File: src/hdl/tcs_pkg.sv
package tcs_pkg;

    // ----------------------------------------------------------------
    // register addresses
    // ----------------------------------------------------------------
    localparam logic [7:0] TCS_ADDR_SYNTH   = 8'h06;
    localparam logic [7:0] TCS_ADDR_OSC     = 8'h07;
    localparam logic [7:0] TCS_ADDR_FILTER  = 8'h08;
    localparam logic [7:0] TCS_ADDR_CONTROL = 8'h09;
    localparam logic [7:0] TCS_ADDR_POWER   = 8'h0A;
    localparam logic [7:0] TCS_ADDR_TEST    = 8'h0B;
    localparam logic [7:0] TCS_ADDR_STATUS1 = 8'h0C;

    localparam int TCS_NUM_CFG = 6;
    localparam logic [7:0] TCS_PTR_STEP = 8'h01;
    localparam logic [7:0] TCS_BYTE_ZERO = 8'h00;

    // ----------------------------------------------------------------
    // reset values and writable masks, index 0 is the synth register
    // ----------------------------------------------------------------
    localparam logic [TCS_NUM_CFG*8-1:0] TCS_CFG_RESET = {
        8'h08, 8'h00, 8'h00, 8'h4B, 8'hCC, 8'hC0
    };
    localparam logic [TCS_NUM_CFG*8-1:0] TCS_CFG_MASK = {
        8'hEF, 8'h7F, 8'hAF, 8'hFF, 8'hFF, 8'hE0
    };

    // ----------------------------------------------------------------
    // field positions
    // ----------------------------------------------------------------
    localparam int TCS_DIV_SEL_BIT    = 7;
    localparam int TCS_PUMP_SRC_BIT   = 6;
    localparam int TCS_PUMP_LVL_BIT   = 5;
    localparam int TCS_BAND_MSB       = 7;
    localparam int TCS_BAND_LSB       = 3;
    localparam int TCS_AUTO_EN_BIT    = 2;
    localparam int TCS_ADC_LATCH_BIT  = 1;
    localparam int TCS_ADC_READ_BIT   = 0;
    localparam int TCS_STANDBY_BIT    = 7;
    localparam int TCS_FACT_PD_BIT    = 5;
    localparam int TCS_GAIN_MSB       = 3;
    localparam int TCS_GAIN_LSB       = 0;
    localparam int TCS_OFF_MSB        = 6;
    localparam int TCS_OFF_LSB        = 0;
    localparam int TCS_PTEST_MSB      = 7;
    localparam int TCS_PTEST_LSB      = 5;
    localparam int TCS_FAST_LOCK_BIT  = 3;
    localparam int TCS_REFMUX_MSB     = 2;
    localparam int TCS_REFMUX_LSB     = 0;
    localparam int TCS_POR_BIT        = 7;
    localparam int TCS_SUCCESS_BIT    = 6;
    localparam int TCS_IDLE_BIT       = 5;
    localparam int TCS_LOCK_BIT       = 4;

    // ----------------------------------------------------------------
    // transfer states
    // ----------------------------------------------------------------
    typedef enum logic [1:0] {
        TCS_IDLE,
        TCS_WR_ADDR,
        TCS_WR_DATA,
        TCS_RD_DATA
    } tcs_state_type;

endpackage

File: src/hdl/tcs_cfg_reg.sv
`timescale 1ns/1ps
module tcs_cfg_reg
    import tcs_pkg::*;
#(
    parameter logic [7:0] RESET_VALUE = 8'h00,
    parameter logic [7:0] WRITE_MASK  = 8'hFF
) (
    input  wire logic       i_clk,
    input  wire logic       i_resetn,
    input  wire logic       i_wr_en,
    input  wire logic [7:0] i_wr_data,
    output logic      [7:0] o_value
);

    // ----------------------------------------------------------------
    // one configuration byte, masked bits stay zero
    // ----------------------------------------------------------------
    always_ff @(posedge i_clk) begin
        if (!i_resetn) begin
            o_value <= RESET_VALUE;
        end else if (i_wr_en) begin
            o_value <= i_wr_data & WRITE_MASK;
        end
    end

endmodule

File: src/hdl/tcs_status_byte.sv
`timescale 1ns/1ps
module tcs_status_byte
    import tcs_pkg::*;
(
    input  wire logic       i_clk,
    input  wire logic       i_resetn,
    input  wire logic       i_status_read,
    input  wire logic       i_xfer_stop,
    input  wire logic       i_auto_enable,
    input  wire logic       i_auto_select_success,
    input  wire logic       i_auto_select_idle,
    input  wire logic       i_lock_indicator,
    output logic            o_por,
    output logic      [7:0] o_status_byte
);

    logic status_seen;

    // ----------------------------------------------------------------
    // status read seen in the current transfer
    // ----------------------------------------------------------------
    always_ff @(posedge i_clk) begin
        if (!i_resetn) begin
            status_seen <= 1'b0;
        end else if (i_xfer_stop) begin
            status_seen <= 1'b0;
        end else if (i_status_read) begin
            status_seen <= 1'b1;
        end
    end

    // ----------------------------------------------------------------
    // power-cycle flag
    // ----------------------------------------------------------------
    always_ff @(posedge i_clk) begin
        if (!i_resetn) begin
            o_por <= 1'b1;
        end else if (i_xfer_stop && (status_seen || i_status_read)) begin
            o_por <= 1'b0;
        end
    end

    always_comb begin
        o_status_byte                  = TCS_BYTE_ZERO;
        o_status_byte[TCS_POR_BIT]     = o_por;
        o_status_byte[TCS_SUCCESS_BIT] = i_auto_select_success & i_auto_enable;
        o_status_byte[TCS_IDLE_BIT]    = i_auto_select_idle;
        o_status_byte[TCS_LOCK_BIT]    = i_lock_indicator;
    end

endmodule

File: src/hdl/tcs_regs.sv
`timescale 1ns/1ps
module tcs_regs
    import tcs_pkg::*;
(
    input  wire logic       i_clk,
    input  wire logic       i_resetn,
    input  wire logic       i_xfer_start,
    input  wire logic       i_xfer_read,
    input  wire logic       i_xfer_stop,
    input  wire logic       i_wr_byte_valid,
    input  wire logic [7:0] i_wr_byte,
    output logic            o_wr_ack,
    input  wire logic       i_rd_req,
    output logic      [7:0] o_rd_data,
    output logic            o_rd_valid,
    input  wire logic       i_auto_select_success,
    input  wire logic       i_auto_select_idle,
    input  wire logic       i_lock_indicator,
    input  wire logic       i_auto_pump_current_high,
    output logic            o_output_divider_select,
    output logic            o_pump_current_source_select,
    output logic            o_pump_current_level,
    output logic            o_pump_current_high,
    output logic      [4:0] o_oscillator_band_select,
    output logic            o_auto_band_select_enable,
    output logic            o_tune_adc_latch,
    output logic            o_tune_adc_read_enable,
    output logic      [7:0] o_filter_corner_code,
    output logic            o_soft_standby,
    output logic            o_factory_power_down,
    output logic      [3:0] o_baseband_gain_code,
    output logic            o_synth_loop_off,
    output logic            o_divider_off,
    output logic            o_osc_core_off,
    output logic            o_baseband_off,
    output logic            o_downmixer_off,
    output logic            o_input_gain_stage_off,
    output logic            o_front_end_off,
    output logic      [2:0] o_pump_test_mode,
    output logic            o_fast_lock_enable,
    output logic      [2:0] o_ref_output_mux,
    output logic            o_power_cycle_flag
);

    tcs_state_type state;
    logic    [7:0] reg_ptr;
    logic    [7:0] cfg [TCS_NUM_CFG];
    logic    [7:0] status_byte;
    logic    [7:0] next_rd_data;
    logic          data_write;
    logic          data_read;
    logic          status_read;
    logic    [6:0] off_bits;

    // ----------------------------------------------------------------
    // transfer sequencing
    // ----------------------------------------------------------------
    assign data_write  = i_wr_byte_valid && (state == TCS_WR_DATA) && !i_xfer_stop;
    assign data_read   = i_rd_req && (state == TCS_RD_DATA) && !i_xfer_stop;
    assign status_read = data_read && (reg_ptr == TCS_ADDR_STATUS1);
    assign o_wr_ack    = i_wr_byte_valid && ((state == TCS_WR_ADDR) || (state == TCS_WR_DATA));

    always_ff @(posedge i_clk) begin
        if (!i_resetn) begin
            state <= TCS_IDLE;
        end else if (i_xfer_stop) begin
            state <= TCS_IDLE;
        end else if (i_xfer_start) begin
            state <= i_xfer_read ? TCS_RD_DATA : TCS_WR_ADDR;
        end else if (i_wr_byte_valid && state == TCS_WR_ADDR) begin
            state <= TCS_WR_DATA;
        end
    end

    // ----------------------------------------------------------------
    // register pointer
    // ----------------------------------------------------------------
    always_ff @(posedge i_clk) begin
        if (!i_resetn) begin
            reg_ptr <= TCS_BYTE_ZERO;
        end else if (!i_xfer_stop && !i_xfer_start && i_wr_byte_valid
                     && state == TCS_WR_ADDR) begin
            reg_ptr <= i_wr_byte;
        end else if (data_write || data_read) begin
            reg_ptr <= reg_ptr + TCS_PTR_STEP;
        end
    end

    // ----------------------------------------------------------------
    // configuration registers
    // ----------------------------------------------------------------
    generate
        for (genvar g = 0; g < TCS_NUM_CFG; g++) begin : g_cfg
            tcs_cfg_reg #(
                .RESET_VALUE (TCS_CFG_RESET[g*8 +: 8]),
                .WRITE_MASK  (TCS_CFG_MASK[g*8 +: 8])
            ) u_cfg (
                .i_clk     (i_clk),
                .i_resetn  (i_resetn),
                .i_wr_en   (data_write && (reg_ptr == TCS_ADDR_SYNTH + 8'(g))),
                .i_wr_data (i_wr_byte),
                .o_value   (cfg[g])
            );
        end
    endgenerate

    // ----------------------------------------------------------------
    // status byte and power-cycle flag
    // ----------------------------------------------------------------
    tcs_status_byte u_status (
        .i_clk                 (i_clk),
        .i_resetn              (i_resetn),
        .i_status_read         (status_read),
        .i_xfer_stop           (i_xfer_stop),
        .i_auto_enable         (cfg[1][TCS_AUTO_EN_BIT]),
        .i_auto_select_success (i_auto_select_success),
        .i_auto_select_idle    (i_auto_select_idle),
        .i_lock_indicator      (i_lock_indicator),
        .o_por                 (o_power_cycle_flag),
        .o_status_byte         (status_byte)
    );

    // ----------------------------------------------------------------
    // read path, write-only and foreign addresses read zero
    // ----------------------------------------------------------------
    always_comb begin
        next_rd_data = TCS_BYTE_ZERO;
        if (reg_ptr == TCS_ADDR_STATUS1) begin
            next_rd_data = status_byte;
        end
    end

    always_ff @(posedge i_clk) begin
        if (!i_resetn) begin
            o_rd_data  <= TCS_BYTE_ZERO;
            o_rd_valid <= 1'b0;
        end else begin
            o_rd_valid <= data_read;
            if (data_read) begin
                o_rd_data <= next_rd_data;
            end
        end
    end

    // ----------------------------------------------------------------
    // block controls
    // ----------------------------------------------------------------
    assign off_bits = cfg[4][TCS_OFF_MSB:TCS_OFF_LSB];

    always_ff @(posedge i_clk) begin
        if (!i_resetn) begin
            o_output_divider_select      <= TCS_CFG_RESET[TCS_DIV_SEL_BIT];
            o_pump_current_source_select <= TCS_CFG_RESET[TCS_PUMP_SRC_BIT];
            o_pump_current_level         <= TCS_CFG_RESET[TCS_PUMP_LVL_BIT];
            o_pump_current_high          <= TCS_CFG_RESET[TCS_PUMP_LVL_BIT];
        end else begin
            o_output_divider_select      <= cfg[0][TCS_DIV_SEL_BIT];
            o_pump_current_source_select <= cfg[0][TCS_PUMP_SRC_BIT];
            o_pump_current_level         <= cfg[0][TCS_PUMP_LVL_BIT];
            o_pump_current_high          <= cfg[0][TCS_PUMP_SRC_BIT]
                                            ? i_auto_pump_current_high
                                            : cfg[0][TCS_PUMP_LVL_BIT];
        end
    end

    always_ff @(posedge i_clk) begin
        if (!i_resetn) begin
            o_oscillator_band_select  <= TCS_CFG_RESET[8+TCS_BAND_MSB:8+TCS_BAND_LSB];
            o_auto_band_select_enable <= TCS_CFG_RESET[8+TCS_AUTO_EN_BIT];
            o_tune_adc_latch          <= 1'b0;
            o_tune_adc_read_enable    <= 1'b0;
        end else begin
            o_oscillator_band_select  <= cfg[1][TCS_BAND_MSB:TCS_BAND_LSB];
            o_auto_band_select_enable <= cfg[1][TCS_AUTO_EN_BIT];
            o_tune_adc_latch          <= cfg[1][TCS_ADC_LATCH_BIT]
                                         && !cfg[1][TCS_AUTO_EN_BIT];
            o_tune_adc_read_enable    <= cfg[1][TCS_ADC_READ_BIT]
                                         && !cfg[1][TCS_AUTO_EN_BIT];
        end
    end

    always_ff @(posedge i_clk) begin
        if (!i_resetn) begin
            o_filter_corner_code <= TCS_CFG_RESET[23:16];
            o_soft_standby       <= 1'b0;
            o_factory_power_down <= 1'b0;
            o_baseband_gain_code <= TCS_CFG_RESET[24+TCS_GAIN_MSB:24+TCS_GAIN_LSB];
        end else begin
            o_filter_corner_code <= cfg[2];
            o_soft_standby       <= cfg[3][TCS_STANDBY_BIT];
            o_factory_power_down <= cfg[3][TCS_FACT_PD_BIT];
            o_baseband_gain_code <= cfg[3][TCS_GAIN_MSB:TCS_GAIN_LSB];
        end
    end

    always_ff @(posedge i_clk) begin
        if (!i_resetn) begin
            {o_synth_loop_off, o_divider_off, o_osc_core_off, o_baseband_off,
             o_downmixer_off, o_input_gain_stage_off, o_front_end_off} <= 7'h00;
        end else begin
            {o_synth_loop_off, o_divider_off, o_osc_core_off, o_baseband_off,
             o_downmixer_off, o_input_gain_stage_off, o_front_end_off}
                <= off_bits | {7{cfg[3][TCS_STANDBY_BIT]}};
        end
    end

    always_ff @(posedge i_clk) begin
        if (!i_resetn) begin
            o_pump_test_mode   <= TCS_CFG_RESET[40+TCS_PTEST_MSB:40+TCS_PTEST_LSB];
            o_fast_lock_enable <= TCS_CFG_RESET[40+TCS_FAST_LOCK_BIT];
            o_ref_output_mux   <= TCS_CFG_RESET[40+TCS_REFMUX_MSB:40+TCS_REFMUX_LSB];
        end else begin
            o_pump_test_mode   <= cfg[5][TCS_PTEST_MSB:TCS_PTEST_LSB];
            o_fast_lock_enable <= cfg[5][TCS_FAST_LOCK_BIT];
            o_ref_output_mux   <= cfg[5][TCS_REFMUX_MSB:TCS_REFMUX_LSB];
        end
    end
endmodule

File: config.mk
export PLATFORM = sky130hd
export DESIGN_NAME = tcs_regs
export DESIGN_NICKNAME = d
export VERILOG_FILES = /design/src/hdl/tcs_pkg.sv /design/src/hdl/tcs_cfg_reg.sv /design/src/hdl/tcs_status_byte.sv /design/src/hdl/tcs_regs.sv
export SDC_FILE = /design/constraint.sdc
export NUM_CORES = 1
export LEC_CHECK = 0
export ABC_AREA = 1
export BUFFER_PORTS_ARGS = -buffer_cell sky130_fd_sc_hd__clkbuf_2
export CAP_MARGIN = 0
export CELL_PAD_IN_SITES_DETAIL_PLACEMENT = 0
export CELL_PAD_IN_SITES_GLOBAL_PLACEMENT = 2
export CORE_MARGIN = 2
export CORE_UTILIZATION = 31
export DETAILED_ROUTE_END_ITERATION = 8
export PLACE_DENSITY_LB_ADDON = 0.1
export SLEW_MARGIN = 30
export SYNTH_ARGS = -nofsm -noshare
export SYNTH_HDL_FRONTEND = slang
export SYNTH_SLANG_ARGS = --single-unit
File: constraint.sdc
create_clock -name i_clk -period 1.9 [get_ports i_clk]
set_input_delay 0.095 -clock i_clk [delete_from_list [all_inputs] [get_ports i_clk]]
set_output_delay 0.095 -clock i_clk [all_outputs]
set_load 0.05 [all_outputs]
==> impl_metrics.py, run 1 <==
metrics = {
    "timing": {
        "drv_slew": 0,
        "fin_crit_sh": 0.851,
        "finalHoldViolations": 0,
        "period_needed_ps": 1620,
        "clock_skew_ps": 7.87,
        "setup_viol": 0,
        "rsz0062_at_grt": "no",
        "finalSetupTns_ps": 0,
        "clock.fmax_mhz": 618,
    },
    "layout": {
        "utilization": 0.388,
        "final_common_cell": "nand2_1",
        "area.sequential_um2": 1920,
        "drive_gt1_frac": 0.221,
        "multi_input_area_um2": 1450,
        "insertedDiodeCount": 0,
        "fin_nets": 562,
        "final_cell_mix": "nand2_1, dfxtp_1, nor2_1, clkbuf_2, inv_1",
        "fill_cells": 1267,
        "area_growth_pct": 21.8,
    },
    "critical_path": {
        "reg2reg_depth": 8,
        "critical_path.max_fanout": 11,
        "worstSetupPathType": "flip-flop to flip-flop",
        "end_kind": "flip-flop",
        "crit_start": "state[0]",
        "worst-endpoint-required_ps": 2180,
        "cp.arrival_ps": 1900,
        "start_kind": "flip-flop",
        "regToRegEndpoint": "g_cfg[1].u_cfg.o_value[0]",
        "r2r_setup_slack_ps": 280,
        "r2r_start": "state[0]",
    },
    "synthesis": {
        "synth_top_area_cell": "dfxtp_1",
        "yosys-top-cells-area": "dfxtp_1, nand2_1, nor2_1",
        "syn_avg_cell_area_um2": 7.93,
        "syn-instance-count": 459,
        "synth_seq_cells": 96,
        "yosysSeqAreaShare": 0.528,
        "synth_cell_type_count": 27,
        "synth_top_area_frac": 0.528,
        "netlist_area_um2": 3640,
        "yosysWarnings": 0,
    },
    "drt": {
        "drt_wl_total_um": 8780,
        "avgRoutedWirePerCell_um": 12.9,
        "drt_iter0_drc": 100,
        "first_pass_iters": 4,
        "ant_nets": 0,
        "viasPerCell": 4.34,
        "num_vias": 2961,
        "drcViolationCount": 0,
    },
    "min_path": {
        "hp-class": "primary input to flip-flop",
        "min-delay-start": "i_xfer_read",
        "whs_endpoint": "state[1]",
        "min_path_cells": 3,
    },
    "grt": {
        "grt_antenna_before_repair": 0,
        "overflow": 0,
        "grt_pass1_wl_um": 14600,
        "grt_pass1_vias": 2854,
        "grt_util_all_layers": 0.150,
        "grt_start_max_net_pins": 20,
    },
    "floorplanning": {
        "die_w_um": 112,
        "start_util": 0.319,
        "ioPinCount": 70,
        "die_h_um": 112,
        "die_area_um2": 12600,
        "core_area_um2": 11400,
        "rows": 39,
    },
    "clock_tree": {
        "cts-resized-gates": 0,
        "ctsHoldBuffers": 2,
        "cts_buffers": 9,
        "cts_setup_buffers": 0,
        "cts.sinks": 96,
        "cts_tree": "built",
        "ctsRootBufferMaster": "clkbuf_16",
        "clock_latency_ps": 350,
        "clockBufferDepth": 2,
        "clkSlewWorstSetupHoldPaths_ps": 60,
        "htree_levels": 3,
    },
    "outcome": {
        "status": "completed",
    },
    "pwr": {
        "p_per_area_nw_per_um2": 869,
        "finalPower_mw": 3.85,
        "max-vdd-ir-drop_mv": 0.501,
        "power_leakage_nw": 2.16,
    },
    "placed_design": {
        "gp_congestion": 0.781,
        "hpwl_um": 6330,
        "io_buffers": 65,
    },
    "flow_run": {
        "cap_violations": 0,
    },
}
-- stage by stage --
stage | area, um2 | setup WS, ps | hold WS (ps) | cells
after floorplan | 3650 | 467 | 208 | 462
after global placement | 4150 | 305 | 330 | 665
after detailed placement | 4150 | 278 | 338 | 665
after CTS | 4440 | 249 | 7.09 | 682
after global routing | 4440 | 31.8 | 14.3 | 682
final | 4440 | 283 | 14.8 | 682
-- worst max-delay path, cell delays in order (launching register included) --
cell	delay (ps)
dfxtp_1	340
inv_1	70
ha_1	180
nand3_2	100
nor2_1	200
nand2_1	260
inv_1	240
nor2_1	60
nor2_1	100
-- layer usage --
metal	up-vias	global-route usage	routed length [um]
li1	1570	-	-
met1	1329	0.202	4340
met2	52	0.231	3960
met3	10	0.0400	347
met4	0	0.0545	129
met5	-	0	0
-- how the worst max path moves through the flow --
stage / end
2_1_floorplan: o_wr_ack
3_3_place_gp: g_cfg[1].u_cfg.o_value[1]
3_5_place_dp: g_cfg[1].u_cfg.o_value[5]
4_1_cts: g_cfg[1].u_cfg.o_value[0]
5_1_grt: g_cfg[1].u_cfg.o_value[0]
6_report: g_cfg[1].u_cfg.o_value[0]
-- sequential cells by signal, indices dropped and copies added, names as in the netlist, 2 cells and up --
| register | count |
|---|---|
| g_cfg.u_cfg.o_value | 39 |
| o_baseband_gain_code | 4 |
| o_filter_corner_code | 8 |
| o_oscillator_band_select | 5 |
| o_pump_test_mode | 3 |
| o_rd_data | 4 |
| o_ref_output_mux | 3 |
| reg_ptr | 8 |
| state | 2 |
-- cells by family after synthesis --
family	share of synthesized area
AO/OA/AOI/OAI	0.0694
AND/OR/NAND/NOR	0.291
XOR/XNOR	0.00481
other	0.00103
buffers and inverters	0.0780
adder cells (fa/ha/maj)	0.0275
flip-flops	0.528
-- power by group --
group | internal (mW) | switching (mW)
Combinational | 0.0429 | 0.118
Clock | 0.915 | 0.757
Sequential | 2.02 | 0.00432
-- cell type report --
cell class	count	area share
clock buffer	12	0.0556
clock inverter	3	0.00423
inverter	50	0.0423
multi-input combinational	299	0.326
sequential	96	0.433
tap	143	0.0403
timing repair buffer	79	0.0982
-- synthesized netlist by cell type (all sizes together) --
library cell	number
xor2	2
nand4	2
nand2	114
nor3	14
a21oi	12
nor2	73
clkbuf	8
ha	8
conb	1
inv	50
a211oi	1
nand3	24
buf	9
or2	10
o21ai	31
dfxtp	96
o211ai	4
No activity file was read; power rests on OpenSTA's default activity.
==> run 2, diff against run 1 <==
--- a/config.mk
+++ b/config.mk
@@ -5,13 +5,11 @@
 export SDC_FILE = /design/constraint.sdc
 export NUM_CORES = 1
 export LEC_CHECK = 0
-export ABC_AREA = 1
 export BUFFER_PORTS_ARGS = -buffer_cell sky130_fd_sc_hd__clkbuf_2
 export CAP_MARGIN = 0
 export CELL_PAD_IN_SITES_DETAIL_PLACEMENT = 0
 export CELL_PAD_IN_SITES_GLOBAL_PLACEMENT = 2
-export CORE_MARGIN = 2
-export CORE_UTILIZATION = 31
+export CORE_UTILIZATION = 33
 export DETAILED_ROUTE_END_ITERATION = 8
 export PLACE_DENSITY_LB_ADDON = 0.1
 export SLEW_MARGIN = 30
==> constraint.sdc (replaced) <==
create_clock -name i_clk -period 1.9 [get_ports i_clk]
set_input_delay 0.285 -clock i_clk [delete_from_list [all_inputs] [get_ports i_clk]]
set_output_delay 0.285 -clock i_clk [all_outputs]
set_load 0.05 [all_outputs]
==> run 2 against run 1 <==
Net effect:
- clock skew is 9.5 ps higher
- critical endpoint is now g_cfg[2].u_cfg.o_value[6]
- non-clock buffer count is 2 lower
- largest power group unchanged
- setup slack worse by 200 ps
- via count decreased by 20%
- largest cell class unchanged
- hold slack better by 150 ps
- fmax fell by 11%
- synthesized cell count is 26% lower
==> impl_metrics.py, run 2 <==
metrics = {
    "synthesis": {
        "synth_top_area_frac": 0.563,
        "synth_cell_type_count": 34,
        "yosysSeqAreaShare": 0.563,
        "syn-instance-count": 339,
        "syn_avg_cell_area_um2": 10.1,
        "synth_edf_count": 0,
        "netlist_area_um2": 3410,
        "synth_ff_type": "dfxtp_1",
        "yosys-top-cells-area": "dfxtp_1, mux2i_1, nor2_1",
        "synth_seq_cells": 96,
        "synth_top_area_cell": "dfxtp_1",
        "netlist_top_cells_count": "dfxtp_1, nor2_1, mux2i_1",
        "synth_most_common_cell": "dfxtp_1",
        "yosysWarnings": 0,
        "async_reset_ff_frac": 0,
    },
    "clock_tree": {
        "htree_levels": 3,
        "cts_tree": "built",
        "clock_latency_ps": 370,
        "clockBufferDepth": 2,
        "cts_setup_buffers": 0,
        "ctsRootBufferMaster": "clkbuf_8",
        "cts.sinks": 96,
        "clkSlewWorstSetupHoldPaths_ps": 100,
        "cts_buffers": 9,
        "ctsHoldBuffers": 0,
    },
    "layout": {
        "largest_reg_flops": 39,
        "regMostFlops": "g_cfg.u_cfg.o_value",
        "final_common_cell": "dfxtp_1",
        "insertedDiodeCount": 0,
        "fin_area_um2": 4160,
        "drive_gt1_frac": 0.239,
        "largestRegisters": "g_cfg.u_cfg.o_value (39), o_filter_corner_code (8), reg_ptr (8)",
        "area_growth_pct": 21.9,
        "fin_nets": 440,
        "final_cell_mix": "dfxtp_1, clkbuf_2, nor2_1",
    },
    "placed_design": {
        "gp_congestion": 0.729,
        "postPlaceCellArea_um2": 3940,
        "hpwl_um": 5070,
        "io_buffers": 65,
    },
    "drt": {
        "first_pass_iters": 4,
        "num_vias": 2377,
        "drt_wl_total_um": 7270,
        "drt_iter0_drc": 59,
        "avgRoutedWirePerCell_um": 13.2,
        "viasPerCell": 4.31,
        "drcViolationCount": 0,
        "ant_nets": 0,
    },
    "min_path": {
        "hp-class": "primary input to flip-flop",
        "min-delay-start": "i_lock_indicator",
    },
    "grt": {
        "met1_usage": 0.190,
        "gr-usage-met2": 0.227,
        "grt_pass1_wl_um": 11800,
        "grt_antenna_before_repair": 0,
        "overflow": 0,
        "grt_busiest_layer": "met2",
        "use_met3": 0.0365,
        "grt_pass1_vias": 2340,
        "grt_start_max_net_pins": 26,
        "grt_util_all_layers": 0.143,
    },
    "critical_path": {
        "cp_num_buf_inv": 0,
        "crit_start": "reg_ptr[7]",
        "crit_path_cell_trace": "or4_4, nor3_2, nand2_1, mux2_1",
        "end_kind": "flip-flop",
        "cp_top_family": "simple AND/OR/NAND/NOR gates",
        "critical_path.max_fanout": 5,
        "worst-endpoint-required_ps": 2150,
        "slowest_delay_ps": 600,
        "critPathSlowestCell": "or4_4",
        "cp.arrival_ps": 2070,
        "r2r_start": "reg_ptr[7]",
        "worstSetupPathType": "flip-flop to flip-flop",
        "start_kind": "flip-flop",
    },
    "pwr": {
        "p_per_area_nw_per_um2": 857,
        "finalPower_mw": 3.56,
        "power_leakage_nw": 1.89,
        "max-vdd-ir-drop_mv": 0.479,
    },
    "floorplanning": {
        "die_w_um": 104,
        "die_h_um": 104,
        "die_area_um2": 10700,
        "core_area_um2": 9910,
        "ioPinCount": 70,
        "rows": 36,
        "start_util": 0.344,
    },
    "timing": {
        "clock_skew_ps": 17.4,
        "drv_slew": 0,
        "clock.fmax_mhz": 551,
        "finalHoldViolations": 0,
        "fin_crit_sh": 0.956,
        "setup_viol": 0,
        "rsz0062_at_grt": "yes",
        "period_needed_ps": 1820,
    },
    "flow_run": {
        "cap_violations": 0,
    },
    "outcome": {
        "status": "completed",
    },
}
-- run 2: cell types whose count changed in the layout (fill, tap and decap cells not counted), sizes merged, moves of 21 or more --
cell	previous run	this run
nand2	114	37
mux2i	0	38
nor2	73	42
o21ai	31	8
inv	50	29
nand3	24	3
-- run 2: where the power goes --
part / switching, mW / internal, mW / total (mW) / leakage, nW
logic: 0.104 / 0.0413 / 0.145 / 1.01
registers: 0.00631 / 2.02 / 2.02 / 0.775
clock network: 0.756 / 0.636 / 1.39 / 0.105
-- run 2: layout make-up --
type / count / area, um2
clock buffers: 9 / 124
repair buffers: 77 / 440
well taps: 133 / 166
clock inverters: 7 / 87.6
fillers: 1016 / 5750
multi-input cells: 203 / 1320
inverters: 26 / 97.6
flip-flops and latches: 96 / 1920
-- run 2: path summary, 6_finish.rpt --
path	to	slack [ps]	depth (start not counted)
setup / recovery	g_cfg[2].u_cfg.o_value[6]	80	4
hold reg to reg	o_tune_adc_read_enable	430	2
setup reg to reg	g_cfg[2].u_cfg.o_value[6]	80	4
hold / removal	o_rd_data[4]	170	3
-- run 2: cells by family (layout without fill, tap and decap cells) --
family | Yosys count | count (layout) | share of synthesized area
AOI/OAI and AO/OA | 24 | 24 | 0.0393
xor gates and xnor gates | 7 | 7 | 0.0180
adders and majority gates | 8 | 8 | 0.0293
buffers and inverters | 43 | 119 | 0.0543
DFF | 96 | 96 | 0.563
muxes | 41 | 41 | 0.121
other | 1 | 4 | 0.00110
and+or+nand+nor | 119 | 119 | 0.173
-- run 2: routing by layer --
metal / routed length, um / vias to the layer above
met5: 0 / -
met4: 105 / 0
met3: 237 / 9
met2: 3310 / 45
met1: 3610 / 1089
li1: - / 1234
-- run 2: tightest hold or removal path: cells and delay by family --
family / cells / cell delay [ps]
buffers and inverters: 1 / 80
AND/OR/NAND/NOR: 1 / 70
AO/OA/AOI/OAI: 1 / 60
-- run 2: through the flow --
step | hold WS [ps] | setup TNS, ps | instances | util | worst slack, ps
6_report | 165 | 0 | 551 | 0.419 | 84.3
5_1_grt | 156 | -4.16 | 551 | 0.419 | -3.99
4_1_cts | 147 | 0 | 551 | 0.419 | 44.1
3_5_place_dp | 414 | 0 | 535 | 0.398 | 41.7
3_3_place_gp | 422 | 0 | 535 | 0.398 | 78.4
2_1_floorplan | 393 | -224 | 342 | - | -33.5
-- run 2: timing repair --
item | in CTS | in global routing
hold endpoints to repair | 0 | 0
endpoints found under the setup margin | 0 | 9
gates resized for setup | 0 | 1
